===== src/shared/flash_host_defs.svh =====
// Constants of the serial flash lock and security host controller
`ifndef FLASH_HOST_DEFS_SVH
`define FLASH_HOST_DEFS_SVH
// ----------------------------------------------------------------
// Register offsets (APB byte addresses)
// ----------------------------------------------------------------
`define FH_REG_CTRL 8'h00
`define FH_REG_ADDR 8'h04
`define FH_REG_DATA 8'h08
`define FH_REG_LEN 8'h0c
`define FH_REG_STAT 8'h10
`define FH_REG_RXD 8'h14
// ----------------------------------------------------------------
// Field positions and reset values
// ----------------------------------------------------------------
`define FH_CTRL_GO 31
`define FH_CTRL_A4 8
`define FH_STAT_ERR 1
`define FH_WIP_BIT 0
`define FH_LEN_RST 16'h0001
`define FH_SUS_MASK 8'h84
// ----------------------------------------------------------------
// Opcodes and data values
// ----------------------------------------------------------------
`define FH_OP_WRITE_ENABLE_CMD 8'h06
`define FH_OP_STAT_LO 8'h05
`define FH_OP_STAT_HI 8'h35
`define FH_OP_SEC_RD 8'h48
`define FH_OP_PARAM_RD 8'h5a
`define FH_OP_GLOCK 8'h7e
`define FH_OP_GUNLOCK 8'h98
`define FH_OP_NV_SET 8'he3
`define FH_OP_NV_CLR 8'he4
`define FH_OP_VL_WR 8'he1
`define FH_OP_NV_RD 8'he2
`define FH_OP_VL_RD 8'he0
`define FH_OP_RST_EN 8'h66
`define FH_OP_RST 8'h99
`define FH_LOCK_ON 8'hff
`define FH_LOCK_OFF 8'h00
`define FH_SEC_LO 4'h1
`define FH_SEC_HI 4'h3
// ----------------------------------------------------------------
// Timing and counts
// ----------------------------------------------------------------
`define FH_CLK_NS 4
`define FH_SCLK_NS 32
`define FH_SCLK_HALF ((`FH_SCLK_NS + 2 * `FH_CLK_NS - 1) / (2 * `FH_CLK_NS))
`define FH_CS_GAP_NS 20
`define FH_RST_WAIT_NS 100000
`define FH_EDGES_OPC 6'd8
`define FH_EDGES_ADR4 6'd40
`define FH_EDGES_ADR4_BYTE 6'd48
`endif


===== src/shared/flash_host_pkg.sv =====
// Types of the serial flash host controller
package flash_host_pkg;
  // Command sequence step
  typedef enum logic [2:0] {
    S_IDLE = 3'b000,
    S_CHKWIP = 3'b001,
    S_CHKSUS = 3'b010,
    S_RSTEN = 3'b011,
    S_WRITE_ENABLE_CMD = 3'b100,
    S_MAIN = 3'b101
  } step_e;
  // Phase inside one chip-select frame
  typedef enum logic [2:0] {
    F_IDLE = 3'b000,
    F_OPC = 3'b001,
    F_ADR = 3'b010,
    F_DUM = 3'b011,
    F_WDT = 3'b100,
    F_RD = 3'b101,
    F_END = 3'b110
  } phase_e;
  // Byte shifter state
  typedef enum logic [1:0] {
    SH_IDLE = 2'b00,
    SH_LOW = 2'b01,
    SH_HIGH = 2'b10
  } sh_e;
  // Whole state of the host
  typedef struct packed {
    step_e step;
    phase_e phase;
    logic inflight;
    logic [15:0] cnt;
    logic [7:0] fop;
    logic [7:0] prev_op;
    logic cs_n;
    logic [2:0] gap;
    logic [19:0] rec;
    logic go;
    logic [7:0] op;
    logic addr4;
    logic [31:0] addr;
    logic [7:0] wdata;
    logic [15:0] len;
    logic err;
    logic wip_seen;
    logic sus_seen;
    logic [7:0] rx_byte;
    logic rx_full;
    logic start;
    logic [7:0] tx;
    logic miso_m;
    logic miso_s;
    logic [31:0] prdata;
    logic [5:0] edges;
    logic sclk_prev;
  } host_s;
  // Whole state of the shifter
  typedef struct packed {
    sh_e ph;
    logic [7:0] div;
    logic [2:0] bitn;
    logic [7:0] sr;
    logic [7:0] rx;
    logic sclk;
    logic mosi;
    logic done;
  } shift_s;
endpackage


===== src/shared/shift_if.sv =====
// Link between the command sequencer and the byte shifter
`timescale 1ns/1ps
interface shift_if;
  logic start; // Begin one byte
  logic [7:0] tx; // Byte to send
  logic miso; // Synchronised serial input
  logic done; // Byte finished
  logic [7:0] rx; // Byte received
  logic sclk; // Serial clock out
  logic mosi; // Serial data out
  modport ctrl (output start, tx, miso, input done, rx, sclk, mosi);
  modport eng (input start, tx, miso, output done, rx, sclk, mosi);
endinterface


===== src/hw/spi_shifter.sv =====
// Byte shifter: divides the clock into the serial clock, mode 0
`timescale 1ns/1ps
`include "flash_host_defs.svh"
module spi_shifter #(
  parameter int unsigned HALF = `FH_SCLK_HALF
) (
  input wire logic clk,
  input wire logic resetn,
  shift_if.eng bus
);
  import flash_host_pkg::*;
  localparam logic [7:0] HALF_M1 = 8'(HALF - 1);
  localparam int BYTE_CYC = 16 * int'(HALF) + 1;
  shift_s s_q; // Registered state
  shift_s s_d; // Next state
  // ----------------------------------------------------------------
  // Next-state logic
  // ----------------------------------------------------------------
  always_comb begin
    s_d = s_q;
    s_d.done = 1'b0;
    unique case (s_q.ph)
      SH_IDLE: begin
        // Load byte, first bit out while clock low
        if (bus.start) begin
          s_d.sr = bus.tx;
          s_d.mosi = bus.tx[7];
          s_d.bitn = 3'd7;
          s_d.div = HALF_M1;
          s_d.ph = SH_LOW;
        end
      end
      SH_LOW: begin
        // Rising edge: take input bit
        if (s_q.div == 8'h00) begin
          s_d.sclk = 1'b1;
          s_d.rx = {s_q.rx[6:0], bus.miso};
          s_d.div = HALF_M1;
          s_d.ph = SH_HIGH;
        end else begin
          s_d.div = s_q.div - 8'h01;
        end
      end
      SH_HIGH: begin
        // Falling edge: next output bit
        if (s_q.div == 8'h00) begin
          s_d.sclk = 1'b0;
          if (s_q.bitn == 3'd0) begin
            s_d.done = 1'b1;
            s_d.ph = SH_IDLE;
          end else begin
            s_d.bitn = s_q.bitn - 3'd1;
            s_d.sr = {s_q.sr[6:0], 1'b0};
            s_d.mosi = s_q.sr[6];
            s_d.div = HALF_M1;
            s_d.ph = SH_LOW;
          end
        end else begin
          s_d.div = s_q.div - 8'h01;
        end
      end
      default: s_d.ph = SH_IDLE;
    endcase
  end
  // State register
  always_ff @(posedge clk or negedge resetn) begin
    if (!resetn) begin
      s_q <= '0;
    end else begin
      s_q <= s_d;
    end
  end
  assign bus.done = s_q.done;
  assign bus.rx = s_q.rx;
  assign bus.sclk = s_q.sclk;
  assign bus.mosi = s_q.mosi;
endmodule


===== src/hw/flash_host.sv =====
// Host controller for serial flash lock, security and reset commands
//
// Behaviour
// - Security read: opcode, address, one dummy byte
// - Register number in bits 15:12, upper zero
// - Global lock/unlock frames carry opcode only
// - Set-lock needs latch, 32-bit address always
// - Deselect right after last set-lock address bit
// - Clear-all: latch set, deselect after eighth clock
// - Volatile write: latch, address, data 00/FF
// - Lock reads: opcode, 4-byte address, byte out
// - Reset enable frame, then reset frame
// - Check busy and suspend before reset
// - Write enable precedes latch-needing commands
`timescale 1ns/1ps
`include "flash_host_defs.svh"
module flash_host #(
  parameter int unsigned RST_WAIT =
    (`FH_RST_WAIT_NS + `FH_CLK_NS - 1) / `FH_CLK_NS,
  parameter logic [7:0] SUS_MASK = `FH_SUS_MASK
) (
  input wire logic clk,
  input wire logic resetn,
  input wire logic [7:0] paddr,
  input wire logic psel,
  input wire logic penable,
  input wire logic pwrite,
  input wire logic [31:0] pwdata,
  output logic [31:0] prdata,
  output logic pready,
  output logic pslverr,
  output logic flash_cs_n,
  output logic flash_sclk,
  output logic flash_mosi,
  input wire logic flash_miso
);
  import flash_host_pkg::*;
  localparam logic [2:0] GAP =
    3'((`FH_CS_GAP_NS + `FH_CLK_NS - 1) / `FH_CLK_NS);
  localparam logic [19:0] REC = 20'(RST_WAIT);
  host_s st_q; // Registered state
  host_s st_d; // Next state
  logic mapped; // Address hits a register
  logic busy; // Sequence or recovery running
  logic acc; // APB access phase
  logic launch; // Open a new frame
  step_e nstep; // Step of the new frame
  phase_e np; // Phase after the current one
  logic [1:0] idx; // Address byte index
  shift_if sh();
  // Byte engine
  spi_shifter u_shift (
    .clk(clk),
    .resetn(resetn),
    .bus(sh)
  );
  // ----------------------------------------------------------------
  // Frame layout helpers
  // ----------------------------------------------------------------
  // Address bytes that follow an opcode
  function automatic logic [15:0] nadr(logic [7:0] f, logic a4);
    unique case (f)
      `FH_OP_SEC_RD: nadr = a4 ? 16'd4 : 16'd3;
      `FH_OP_PARAM_RD: nadr = 16'd3;
      `FH_OP_NV_SET, `FH_OP_VL_WR, `FH_OP_NV_RD,
      `FH_OP_VL_RD: nadr = 16'd4;
      default: nadr = 16'd0;
    endcase
  endfunction
  // Byte count of one phase of a frame
  function automatic logic [15:0] cnt_of(phase_e ph, logic [7:0] f,
                                         host_s s);
    logic rd1;
    logic rdn;
    rd1 = f == `FH_OP_STAT_LO || f == `FH_OP_STAT_HI ||
          f == `FH_OP_NV_RD || f == `FH_OP_VL_RD;
    rdn = f == `FH_OP_SEC_RD || f == `FH_OP_PARAM_RD;
    unique case (ph)
      F_ADR: cnt_of = nadr(f, s.addr4);
      F_DUM: cnt_of = {15'd0, rdn};
      F_WDT: cnt_of = {15'd0, f == `FH_OP_VL_WR};
      F_RD: cnt_of = rd1 ? 16'd1 : (rdn ? s.len : 16'd0);
      default: cnt_of = 16'd0;
    endcase
  endfunction
  // First non-empty phase after ph
  function automatic phase_e nxt(phase_e ph, logic [7:0] f, host_s s);
    phase_e r;
    r = F_END;
    for (int k = 5; k >= 2; k--) begin
      if (k > int'(ph) && cnt_of(phase_e'(k[2:0]), f, s) != 16'd0) begin
        r = phase_e'(k[2:0]);
      end
    end
    return r;
  endfunction
  // Opcode sent in each step
  function automatic logic [7:0] step_op(step_e s, logic [7:0] op);
    unique case (s)
      S_CHKWIP: step_op = `FH_OP_STAT_LO;
      S_CHKSUS: step_op = `FH_OP_STAT_HI;
      S_RSTEN: step_op = `FH_OP_RST_EN;
      S_WRITE_ENABLE_CMD: step_op = `FH_OP_WRITE_ENABLE_CMD;
      default: step_op = op;
    endcase
  endfunction
  // Command accepted by the host
  function automatic logic valid_cmd(host_s s);
    unique case (s.op)
      `FH_OP_SEC_RD: valid_cmd = s.addr[31:16] == 16'h0000 &&
        s.addr[15:12] >= `FH_SEC_LO && s.addr[15:12] <= `FH_SEC_HI;
      `FH_OP_VL_WR: valid_cmd = s.wdata == `FH_LOCK_OFF ||
        s.wdata == `FH_LOCK_ON;
      `FH_OP_WRITE_ENABLE_CMD, `FH_OP_PARAM_RD, `FH_OP_GLOCK, `FH_OP_GUNLOCK,
      `FH_OP_NV_SET, `FH_OP_NV_CLR, `FH_OP_NV_RD, `FH_OP_VL_RD,
      `FH_OP_RST: valid_cmd = 1'b1;
      default: valid_cmd = 1'b0;
    endcase
  endfunction
  // ----------------------------------------------------------------
  // Bus decode
  // ----------------------------------------------------------------
  always_comb begin
    mapped = paddr == `FH_REG_CTRL || paddr == `FH_REG_ADDR ||
             paddr == `FH_REG_DATA || paddr == `FH_REG_LEN ||
             paddr == `FH_REG_STAT || paddr == `FH_REG_RXD;
    acc = psel && penable;
    busy = st_q.step != S_IDLE || st_q.rec != 20'd0 || st_q.go;
  end
  // ----------------------------------------------------------------
  // Next-state logic
  // ----------------------------------------------------------------
  always_comb begin
    st_d = st_q;
    launch = 1'b0;
    nstep = S_IDLE;
    np = F_END;
    idx = st_q.cnt[1:0] - 2'd1;
    st_d.start = 1'b0;
    // Input pin synchroniser
    st_d.miso_m = flash_miso;
    st_d.miso_s = st_q.miso_m;
    // Rising serial clocks in the frame
    st_d.sclk_prev = sh.sclk;
    if (sh.sclk && !st_q.sclk_prev && st_q.edges != 6'h3f) begin
      st_d.edges = st_q.edges + 6'd1;
    end
    // Read data captured in the setup cycle
    if (psel && !penable) begin
      unique case (paddr)
        `FH_REG_CTRL: st_d.prdata = {23'd0, st_q.addr4, st_q.op};
        `FH_REG_ADDR: st_d.prdata = st_q.addr;
        `FH_REG_DATA: st_d.prdata = {24'd0, st_q.wdata};
        `FH_REG_LEN: st_d.prdata = {16'd0, st_q.len};
        `FH_REG_STAT: st_d.prdata = {27'd0, st_q.rx_full,
          st_q.sus_seen, st_q.wip_seen, st_q.err, busy};
        `FH_REG_RXD: st_d.prdata = {24'd0, st_q.rx_byte};
        default: st_d.prdata = 32'h0000_0000;
      endcase
    end
    // Writes, ignored while a command runs
    if (acc && pwrite && !busy) begin
      unique case (paddr)
        `FH_REG_CTRL: begin
          st_d.op = pwdata[7:0];
          st_d.addr4 = pwdata[`FH_CTRL_A4];
          st_d.go = pwdata[`FH_CTRL_GO];
        end
        `FH_REG_ADDR: st_d.addr = pwdata;
        `FH_REG_DATA: st_d.wdata = pwdata[7:0];
        `FH_REG_LEN: st_d.len = pwdata[15:0];
        default: ;
      endcase
    end
    // Error clear and read-data pop
    if (acc && pwrite && paddr == `FH_REG_STAT && pwdata[`FH_STAT_ERR]) begin
      st_d.err = 1'b0;
    end
    if (acc && !pwrite && paddr == `FH_REG_RXD) begin
      st_d.rx_full = 1'b0;
    end
    // Reset recovery countdown
    if (st_q.rec != 20'd0) begin
      st_d.rec = st_q.rec - 20'd1;
    end
    // Frame engine
    unique case (st_q.phase)
      F_IDLE: begin
        // New command after recovery only
        if (st_q.go && st_q.rec == 20'd0) begin
          st_d.go = 1'b0;
          st_d.wip_seen = 1'b0;
          st_d.sus_seen = 1'b0;
          if (!valid_cmd(st_q)) begin
            st_d.err = 1'b1;
          end else if (st_q.op == `FH_OP_RST) begin
            nstep = S_CHKWIP;
            launch = 1'b1;
          end else if (st_q.op == `FH_OP_NV_SET ||
                       st_q.op == `FH_OP_NV_CLR ||
                       st_q.op == `FH_OP_VL_WR) begin
            nstep = S_WRITE_ENABLE_CMD;
            launch = 1'b1;
          end else begin
            nstep = S_MAIN;
            launch = 1'b1;
          end
        end
      end
      F_END: begin
        // Chip select high for the gap, then next step
        if (st_q.gap != 3'd0) begin
          st_d.gap = st_q.gap - 3'd1;
        end else begin
          st_d.prev_op = st_q.fop;
          st_d.phase = F_IDLE;
          st_d.step = S_IDLE;
          unique case (st_q.step)
            S_CHKWIP: begin
              nstep = S_CHKSUS;
              launch = 1'b1;
            end
            S_CHKSUS: begin
              // Refuse reset over busy or suspended work
              if (st_q.wip_seen || st_q.sus_seen) begin
                st_d.err = 1'b1;
              end else begin
                nstep = S_RSTEN;
                launch = 1'b1;
              end
            end
            S_RSTEN, S_WRITE_ENABLE_CMD: begin
              nstep = S_MAIN;
              launch = 1'b1;
            end
            default: begin
              if (st_q.fop == `FH_OP_RST) begin
                st_d.rec = REC;
              end
            end
          endcase
        end
      end
      default: begin
        if (st_q.inflight) begin
          // Byte finished
          if (sh.done) begin
            st_d.inflight = 1'b0;
            if (st_q.phase == F_RD) begin
              if (st_q.step == S_CHKWIP) begin
                st_d.wip_seen = sh.rx[`FH_WIP_BIT];
              end else if (st_q.step == S_CHKSUS) begin
                st_d.sus_seen = |(sh.rx & SUS_MASK);
              end else begin
                st_d.rx_byte = sh.rx;
                st_d.rx_full = 1'b1;
              end
            end
            if (st_q.cnt == 16'd1) begin
              // Deselect right after the last byte
              np = nxt(st_q.phase, st_q.fop, st_q);
              st_d.phase = np;
              st_d.cnt = cnt_of(np, st_q.fop, st_q);
              if (np == F_END) begin
                st_d.cs_n = 1'b1;
                st_d.gap = GAP - 3'd1;
              end
            end else begin
              st_d.cnt = st_q.cnt - 16'd1;
            end
          end
        end else if (!(st_q.phase == F_RD && st_q.step == S_MAIN &&
                       st_q.rx_full)) begin
          // Issue next byte; reads wait for software
          st_d.start = 1'b1;
          st_d.inflight = 1'b1;
          unique case (st_q.phase)
            F_OPC: st_d.tx = st_q.fop;
            F_ADR: st_d.tx = st_q.addr[{idx, 3'b000} +: 8];
            F_WDT: st_d.tx = st_q.wdata;
            default: st_d.tx = 8'h00;
          endcase
        end
      end
    endcase
    // Open a frame
    if (launch) begin
      st_d.step = nstep;
      st_d.phase = F_OPC;
      st_d.cnt = 16'd1;
      st_d.cs_n = 1'b0;
      st_d.fop = step_op(nstep, st_q.op);
      st_d.edges = 6'd0;
    end
  end
  // State register
  always_ff @(posedge clk or negedge resetn) begin
    if (!resetn) begin
      st_q <= '0;
      st_q.cs_n <= 1'b1;
      st_q.len <= `FH_LEN_RST;
    end else begin
      st_q <= st_d;
    end
  end
  // Outputs
  assign sh.start = st_q.start;
  assign sh.tx = st_q.tx;
  assign sh.miso = st_q.miso_s;
  assign flash_cs_n = st_q.cs_n;
  assign flash_sclk = sh.sclk;
  assign flash_mosi = sh.mosi;
  assign prdata = st_q.prdata;
  assign pready = 1'b1;
  assign pslverr = acc && !mapped;
endmodule


===== config.mk =====
export PLATFORM = sky130hd
export DESIGN_NAME = flash_host
export DESIGN_NICKNAME = d
export VERILOG_FILES = /design/src/shared/flash_host_pkg.sv /design/src/shared/shift_if.sv /design/src/hw/spi_shifter.sv /design/src/hw/flash_host.sv
export VERILOG_INCLUDE_DIRS = /design/src /design/src/shared
export SDC_FILE = /design/constraint.sdc
export NUM_CORES = 1
export LEC_CHECK = 0
export ABC_AREA = 1
export BUFFER_PORTS_ARGS = -buffer_cell sky130_fd_sc_hd__buf_2
export CORE_MARGIN = 2
export CORE_UTILIZATION = 39
export CTS_BUF_LIST = sky130_fd_sc_hd__clkbuf_16
export DETAILED_ROUTE_END_ITERATION = 6
export HOLD_SLACK_MARGIN = 0.15
export PLACE_DENSITY_LB_ADDON = 0.3
export SLEW_MARGIN = 20
export SYNTH_ARGS = -nofsm -noshare
export SYNTH_HDL_FRONTEND = slang
export SYNTH_HIERARCHICAL = 1
export SYNTH_SLANG_ARGS = --single-unit

===== constraint.sdc =====
create_clock -name clk -period 3.3 [get_ports clk]
set_clock_uncertainty 0.2 [all_clocks]
set_input_delay 0.495 -clock clk [delete_from_list [all_inputs] [get_ports clk]]
set_output_delay 0.495 -clock clk [all_outputs]
set_load 0.005 [all_outputs]

==> results.json, run 1 <==
{
  "status": "finished, final reports clean",
  "postSynthCellCount": 1486,
  "via_count": 10265,
  "yosys.area.top_type": "dfrtp_1",
  "drive_gt1_frac": 0.118,
  "cp_num_buf_inv": 0,
  "synth.top_cell.area_share": 0.451,
  "numCtsBuffers": 23,
  "powerDensity_nw_per_um2": 499,
  "r2r_start": "st_q[187]",
  "start_kind": "flip-flop",
  "pre_cts_ws_ns": 0.256,
  "cpLargestDelayFamily": "compound AO/OA/AOI/OAI gates",
  "insertion_delay_ns": 0.52,
  "clk_pin_slew_worst_paths_ns": 0.06,
  "yosys_warnings": 6,
  "p_leak_nw": 6.66,
  "netlist_area_sq_um": 11400,
  "ys_top_cells_by_count": "372 x nand2_1, 205 x dfrtp_1, 174 x inv_1",
  "dieArea_sq_um": 30600,
  "setup_ws_ns": 0.325,
  "drv_slew": 0,
  "peakVddDrop_v": 0.000365,
  "overflow": 0,
  "cts_buffer_depth": 3,
  "synth-adder-area-share": 0.0143,
  "drt_iter0_markers": 886,
  "io_pins": 83,
  "endpoint": "st_q[176]",
  "worst_hold_slack_ns": 0.181,
  "grt_pass1_wl_microns": 53500,
  "drc_errors": 0,
  "globalRouteTotalUtil": 0.219,
  "critical_path_class": "flip-flop to flip-flop",
  "critPathArrivalTime_ns": 3.21,
  "crit_slowest_cell": "dfrtp_1",
  "finalSetupTns_ns": 0,
  "end_kind": "flip-flop",
  "syn2layout_area_growth_pct": 15.5,
  "dr.pass1.iters": 5,
  "grt_max_degree": 72,
  "synth_top_family_by_area": "simple AND/OR/NAND/NOR gates",
  "stdcell_count": 1970,
  "synthArstFlopShare": 1.00,
  "multiInputGateArea_sq_um": 5010,
  "startpoint": "st_q[187]",
  "r2r_setup_slack_ns": 0.33,
  "fmax_mhz": 336,
  "synth-simple-area-share": 0.256,
  "ys_seq_area_frac": 0.456,
  "die_x_microns": 175,
  "relSlewSlack": 0.541,
  "place_congestion": 0.991,
  "dp.final_hpwl_microns": 24400,
  "postCtsSetupRepairBufs": 0,
  "tightest_slew_ns": 0.682,
  "num_rows": 62,
  "synth-xor-area-share": 0.0123,
  "final-seq-area_sq_um": 5180,
  "antenna_found_initial": 1,
  "reg2regPathDepth": 6,
  "syn_nets": 1545,
  "initial_core_util": 0.396,
  "fin_crit_sh": 0.901,
  "hold_class": "flip-flop to flip-flop",
  "synth.most_common_cell": "nand2_1",
  "final_hold_viol_count": 0,
  "worst_path_most_repeated_cell": "o21ai_0",
  "fillCellCount": 2875,
  "die_h_microns": 175,
  "cts_sinks": 207,
  "worstPathMaxFanout": 14,
  "root_buffer": "clkbuf_16",
  "port_buffers": 81,
  "dp_cells": 1893,
  "totalWireLength_microns": 33200,
  "fin_nets": 1628,
  "path_depth": 6,
  "htreeDepth": 1,
  "netlist_top_cells_area": "dfrtp_1 45%, nand2_1 12%, o21ai_0 7.2%",
  "path_cells": "nor2_1, o21ai_0, nand4_1, o21ai_0, nand2_1, o21ai_0",
  "setup_violations": 0,
  "worstPathRequired_ns": 3.54,
  "via_per_inst": 5.21,
  "synth_edf_count": 0,
  "ys_ff_latch": 207,
  "maxCapViolations": 0,
  "period_needed_ns": 2.97,
  "route.detailed.wl_per_inst_microns": 16.9,
  "cts_tree": "done",
  "rsz0062_at_grt": "no",
  "antenna_cells": 0,
  "slowest_delay_ns": 0.66,
  "syn_avg_cell_area_sq_um": 7.66,
  "synth_cell_types": 53,
  "grt_pass1_vias": 9665,
  "synth_compound_area_frac": 0.142,
  "synthFlopType": "dfrtp_1",
  "core_area_sq_um": 28700,
  "synthMuxAreaShare": 0.0158,
  "r2r-end": "st_q[176]",
  "drtAntennaViolNets": 0
}
-- metal layers --
metal	GRT usage	routed length, microns
met3	0.0272	1740
met4	0.0719	1150
met1	0.324	15600
met5	0	13
met2	0.330	14700
-- registers in the layout, summed over array words and instances (netlist names) --
| name | flops |
|---|---|
| u_shift/bus.done | 1 |
| st_d | 1 |
| prdata | 32 |
| u_shift/s_q | 20 |
| u_shift/bus.rx | 8 |
| sh.miso | 1 |
| st_q | 132 |
| flash_cs_n | 1 |
| u_shift/bus.mosi | 1 |
| u_shift/bus.sclk | 1 |
| sh.tx | 8 |
| sh.start | 1 |
-- final cells by class --
class	instances	share of cell area
Clock inverter	19	0.0169
Inverter	181	0.0517
Clock buffer	23	0.0438
Multi-Input combinational cell	1014	0.382
Timing Repair Buffer	142	0.0749
Sequential cell	207	0.395
Tap cell	384	0.0366
-- layout by cell type (no fill, tap or decap), types with 9 or more instances in the layout --
cell type and n:
o22ai_1 18, clkbuf_16 23, dlygate4sd3_1 35, inv_1 177, ha_1 13, nor2_1 125
o21ai_0 164, a21oi_1 39, o31ai_1 13, nand2_1 372, mux2_2 15, o21ai_1 13
nand4_1 21, dfrtp_1 204, nand3_1 99, buf_2 80, buf_4 24, a21boi_0 9
nor3_1 32, xor2_1 10
-- per-stage QoR --
step / area [sq um] / total power, W / util
2_1_floorplan: 11400 / 0.00358 / -
3_3_place_gp: 12000 / 0.00381 / 0.418
3_5_place_dp: 12000 / 0.00384 / 0.418
4_1_cts: 13100 / 0.00662 / 0.458
5_1_grt: 13100 / 0.00690 / 0.458
6_report: 13100 / 0.00656 / 0.458
-- power by group --
group / total (W) / switching, W / internal [W]
sequential: 0.00277 / 0.000112 / 0.00266
combinational: 0.00106 / 0.000713 / 0.000344
clock: 0.00274 / 0.00107 / 0.00166
total: 0.00656 / 0.00190 / 0.00466
-- kinds of logic after synthesis --
| kind of cell | Yosys count |
|---|---|
| fa+ha+maj | 13 |
| flops | 207 |
| compound gates | 287 |
| buf+inv | 265 |
| simple gates | 681 |
| other cells | 1 |
| mux | 16 |
| xor+xnor | 16 |
-- repair_timing --
item,in CTS,in global routing
endpoints found under the hold margin,131,0
gates resized for setup,0,1
hold buffers,35,0
setup endpoints to repair,0,3
-- worst min-delay path by stage --
stage                     slack (ns)   endpoint      from  depth (start not counted)
after floorplan              -0.0006  prdata[0]    resetn                          0
after global placement          0.15    sh.miso  st_d[39]                          0
after detailed placement        0.14    sh.miso  st_d[39]                          0
after CTS                       0.18    sh.miso  st_d[39]                          0
after global routing            0.19    sh.miso  st_d[39]                          0
final                           0.18    sh.miso  st_d[39]                          0
No activity file was read; power rests on OpenSTA's default activity.
==> inputs of run 2 (changes only) <==
clock period = 2.6 ns   (was 3.3 ns; I/O delays follow)
==> results.json, run 2 (synthesis gave the netlist of run 1 again) <==
{
  "status": "finished, final reports clean",
  "num_rows": 62,
  "numCtsBuffers": 24,
  "combPwrFrac": 0.170,
  "p_sw_frac": 0.302,
  "internal-power_w": 0.00561,
  "drt_iter0_markers": 884,
  "dp.final_hpwl_microns": 24600,
  "end_kind": "primary output",
  "via_per_inst": 5.19,
  "overflow": 0,
  "critPathArrivalTime_ns": 1.85,
  "largest_register_ffs": 132,
  "totalWireLength_microns": 33500,
  "drtAntennaViolNets": 0,
  "period_needed_ns": 2.44,
  "worstPathMaxFanout": 3,
  "p_leak_nw": 6.96,
  "syn2layout_area_growth_pct": 19.7,
  "pre_cts_ws_ns": -0.0885,
  "fin_crit_sh": 0.939,
  "mostFrequentLayoutCell": "nand2_1",
  "final-seq-area_sq_um": 5180,
  "htreeDepth": 1,
  "final_cell_mix": "366 x nand2_1, 204 x dfrtp_1, 175 x inv_1, 161 x o21ai_0, 114 x nor2_1",
  "setup_ws_ns": 0.158,
  "drive_gt1_frac": 0.163,
  "setup_violations": 0,
  "route.detailed.wl_per_inst_microns": 16.5,
  "drc_errors": 0,
  "cts_tree": "done",
  "powerDensity_nw_per_um2": 590,
  "dieArea_sq_um": 30600,
  "antenna_cells": 0,
  "final_area_sq_um": 13600,
  "peakVddDrop_v": 0.000516,
  "cts_sinks": 207,
  "fillCellCount": 2888,
  "grt_pass1_vias": 10058,
  "root_buffer": "clkbuf_16",
  "initial_core_util": 0.396,
  "antenna_found_initial": 0,
  "fmax_mhz": 410,
  "placed_cell_area_sq_um": 12300,
  "multiInputGateArea_sq_um": 5140,
  "globalRouteTotalUtil": 0.217,
  "final_hold_viol_count": 0,
  "grt_max_degree": 52,
  "pwr-share-seq": 0.436,
  "worstPathRequired_ns": 2.01,
  "maxCapViolations": 0,
  "place_congestion": 0.973,
  "tightest_slew_ns": 0.738,
  "relSlewSlack": 0.508,
  "reg2regPathDepth": 14,
  "clk_pin_slew_worst_paths_ns": 0.05,
  "min_delay_path_depth": 0,
  "drv_slew": 0,
  "dr.pass1.iters": 5,
  "fin_nets": 1682,
  "cts_buffer_depth": 3,
  "port_buffers": 81,
  "io_pins": 83,
  "clkPwrFrac": 0.394,
  "die_x_microns": 175,
  "grt_pass1_wl_microns": 53300,
  "hold_class": "flip-flop to flip-flop",
  "start_kind": "primary input",
  "critical_path_class": "primary input to primary output",
  "core_area_sq_um": 28700,
  "insertion_delay_ns": 0.53,
  "switchingPower_w": 0.00243,
  "top_register": "st_q",
  "die_h_microns": 175,
  "via_count": 10518
}
[run 2: cell types whose count changed in the layout (fill, tap and decap cells not counted), sizes merged]
cell | before | now
clkbuf | 24 | 25
inv | 181 | 184
nand2 | 377 | 378
bufinv | 5 | 1
dlygate4sd3 | 35 | 36
buf | 106 | 157
clkinv | 13 | 15
[run 2: worst max-delay path: stages]
cell           delay, ns
dlygate4sd3_1       0.52
buf_2               0.13
nand2_1             0.14
nor4_4              0.40
buf_4               0.17
buf_2               0.10
[run 2: power by group through the flow]
stage	Clock [W]	Combinational, W	Sequential (W)
after floorplan	0	0.00101	0.00353
final	0.00317	0.00136	0.00351
after global placement	0	0.00129	0.00356
after CTS	0.00321	0.00138	0.00351
after global routing	0.00337	0.00157	0.00353
after detailed placement	0	0.00133	0.00356
[run 2: worst paths after layout]
path / start / endpoint / slack (ns)
max: penable / pslverr / 0.16
min: st_d[39] / sh.miso / 0.17
max reg2reg: st_q[167] / st_q[183] / 0.17
min reg2reg: st_d[39] / sh.miso / 0.17
max in group asynchronous: resetn / flash_cs_n / 1.35
min in group asynchronous: resetn / st_q[138] / 0.18
[run 2: what timing repair did]
item	4_1_cts	5_1_grt
gates resized for setup	3	39
gates cloned	0	1
buffers inserted	0	7
hold endpoints to repair	274	0
endpoints found under the setup margin	4	36
pin swaps	0	10
hold buffers	36	0
[run 2: layer usage]
metal / vias up / track usage / share of wire
met3: 67 / 0.0257 / 0.059
met1: 4998 / 0.306 / 0.45
met2: 336 / 0.350 / 0.46
li1: 5117 / - / -
met4: 0 / 0.0656 / 0.030
met5: - / 0 / 0
[run 2: area by class of cell]
cell class,count,area share
Sequential cell,207,0.381
Multi-Input combinational cell,1015,0.377
Timing Repair Buffer,194,0.103
Inverter,181,0.0502
Clock buffer,24,0.0441
Tap cell,384,0.0353
Clock inverter,20,0.00928
[run 2: metrics by stage]
| stage | power, W | setup TNS [ns] | cells | hold WS [ns] | utilization |
|---|---|---|---|---|---|
| 3_5_place_dp | 0.00489 | -0.249 | 1937 | 0.152 | 0.430 |
| 2_1_floorplan | 0.00454 | 0 | 1486 | -0.106 | - |
| 4_1_cts | 0.00810 | 0 | 2017 | 0.151 | 0.468 |
| 5_1_grt | 0.00846 | -0.118 | 2025 | 0.175 | 0.474 |
| 3_3_place_gp | 0.00485 | -0.172 | 1937 | 0.148 | 0.430 |
| 6_report | 0.00804 | 0 | 2025 | 0.165 | 0.474 |
==> inputs of run 3 (changes only) <==
BUFFER_PORTS_ARGS = default   (was -buffer_cell sky130_fd_sc_hd__buf_2)
DONT_BUFFER_PORTS = 1   (was default)
clock period = 2.8 ns   (was 2.6 ns; I/O delays follow)
==> results.json, run 3 (synthesis gave the netlist of run 1 again) <==
{
  "grt_pass1_wl_microns": 51900,
  "via_per_inst": 5.24,
  "p_sw_frac": 0.291,
  "setup_ws_ns": 0.207,
  "antenna_cells": 0,
  "place_congestion": 0.937,
  "cts_sinks": 207,
  "p_leak_nw": 6.33,
  "reg2regPathDepth": 14,
  "crit_slowest_cell": "nor4_1",
  "critical_path_class": "primary input to primary output",
  "die_x_microns": 175,
  "dieArea_sq_um": 30600,
  "r2r_setup_slack_ns": 0.25,
  "io_pins": 83,
  "setup_violations": 0,
  "status": "complete, but fails checks",
  "end_kind": "primary output",
  "grt_pass1_vias": 9408,
  "syn2layout_area_growth_pct": 12.4,
  "hold_buffers": 39,
  "final_cell_mix": "372 x nand2_1, 205 x dfrtp_1, 176 x inv_1, 164 x o21ai_0, 124 x nor2_1",
  "violations": "negative hold slack",
  "numCtsBuffers": 24,
  "initial_core_util": 0.396,
  "internal-power_w": 0.00521,
  "root_buffer": "clkbuf_16",
  "fmax_mhz": 386,
  "slowest_delay_ns": 0.75,
  "drc_errors": 0,
  "dp.final_hpwl_microns": 23600,
  "worst_hold_slack_ns": -0.591,
  "pre_cts_ws_ns": 0.129,
  "via_count": 9990,
  "drive_gt1_frac": 0.0763,
  "tightest_slew_ns": 0.775,
  "drtAntennaViolNets": 0,
  "clk_pin_slew_worst_paths_ns": 0.06,
  "top_register": "st_q",
  "r2r-end": "st_q[174]",
  "largest_register_ffs": 132,
  "switchingPower_w": 0.00214,
  "fin_crit_sh": 0.926,
  "start_kind": "primary input",
  "worstPathMaxFanout": 9,
  "cts_buffer_depth": 3,
  "clkPwrFrac": 0.402,
  "placed_cell_area_sq_um": 11600,
  "drt_iter0_markers": 884,
  "powerDensity_nw_per_um2": 575,
  "port_buffers": 0,
  "die_h_microns": 175,
  "drv_slew": 0,
  "insertion_delay_ns": 0.52,
  "pwr-share-seq": 0.443,
  "final_area_sq_um": 12800,
  "final_hold_viol_count": 207,
  "htreeDepth": 1,
  "critPathArrivalTime_ns": 1.97,
  "hold_class": "primary input to async pin",
  "relSlewSlack": 0.479,
  "mostFrequentLayoutCell": "nand2_1",
  "dr.pass1.iters": 6,
  "final_core_util": 0.446,
  "num_rows": 62,
  "peakVddDrop_v": 0.000517,
  "path_cells": "nor3_1, inv_1, nor2_1, nand4_1, clkinv_1, nor4_1, buf_4",
  "totalWireLength_microns": 32200,
  "period_needed_ns": 2.59,
  "core_area_sq_um": 28700,
  "r2r_start": "st_q[162]",
  "stdcell_count": 1905,
  "worstPathRequired_ns": 2.18,
  "fillCellCount": 2956,
  "route.detailed.wl_per_inst_microns": 16.9,
  "overflow": 0,
  "antenna_found_initial": 0,
  "globalRouteTotalUtil": 0.211,
  "cts_tree": "done",
  "dp_cells": 1821,
  "combPwrFrac": 0.155,
  "fin_nets": 1562,
  "maxCapViolations": 0,
  "grt_max_degree": 208
}
run 3: changes by cell type in the layout (fill, tap and decap cells not counted), moves of 3 or more:
cell           change
nor2_2             -9
nand2_1            +6
inv_2              -5
dlygate4sd3_1      +3
nand2_2            -5
o21ai_0            +3
nor3_1             +3
o21ai_1            -3
buf_2             -80
nor2_1            +10
nor3_2             -3
clkinv_1           +4
buf_4             -38
run 3: timing repair:
item	in CTS	in global routing
setup buffers	0	1
setup endpoints to repair	0	14
resized for setup	0	3
endpoints found under the hold margin	284	207
run 3: area by class of cell:
class,instances,area [sq um],share of cell area
flip-flops and latches,207,5180,0.405
clock inverters,19,108,0.00841
inverters,181,679,0.0531
well taps,384,480,0.0376
repair buffers,75,686,0.0536
multi-input cells,1014,5030,0.393
clock buffers,25,626,0.0489
run 3: power by group through the flow:
stage / logic [W] / registers [W] / clock network [W]
global route: 0.00130 / 0.00328 / 0.00314
detailed placement: 0.00110 / 0.00331 / 0
finish: 0.00114 / 0.00326 / 0.00295
global placement: 0.00108 / 0.00331 / 0
CTS: 0.00114 / 0.00326 / 0.00302
floorplan: 0.000942 / 0.00327 / 0
run 3: per-stage QoR:
step	total power, W	TNS [ns]
final	0.00735	0
after global routing	0.00772	-0.00963
after CTS	0.00742	0
after floorplan	0.00422	0
after detailed placement	0.00441	0
after global placement	0.00439	0
run 3: worst max path at each step:
stage	cells past startpoint	startpoint	endpoint	slack, ns
floorplan	17	st_q[168]	st_q[182]	0.13
global placement	14	st_q[162]	st_q[174]	0.13
detailed placement	14	st_q[162]	st_q[174]	0.13
CTS	14	st_q[165]	st_q[174]	0.12
global route	14	st_q[162]	st_q[174]	-0.01
finish	7	paddr[5]	pslverr	0.21
run 3: layer usage:
metal	global-route usage	up-vias	share of wire
met5	0	-	0
met4	0.0611	0	0.030
met3	0.0285	57	0.049
met2	0.333	293	0.45
met1	0.305	4764	0.47
li1	-	4876	-
run 3: worst max-delay path, delay by kind of cell:
family                 cells  cell delay (ns)
and+or+nand+nor            4             1.02
buffers and inverters      3             0.54
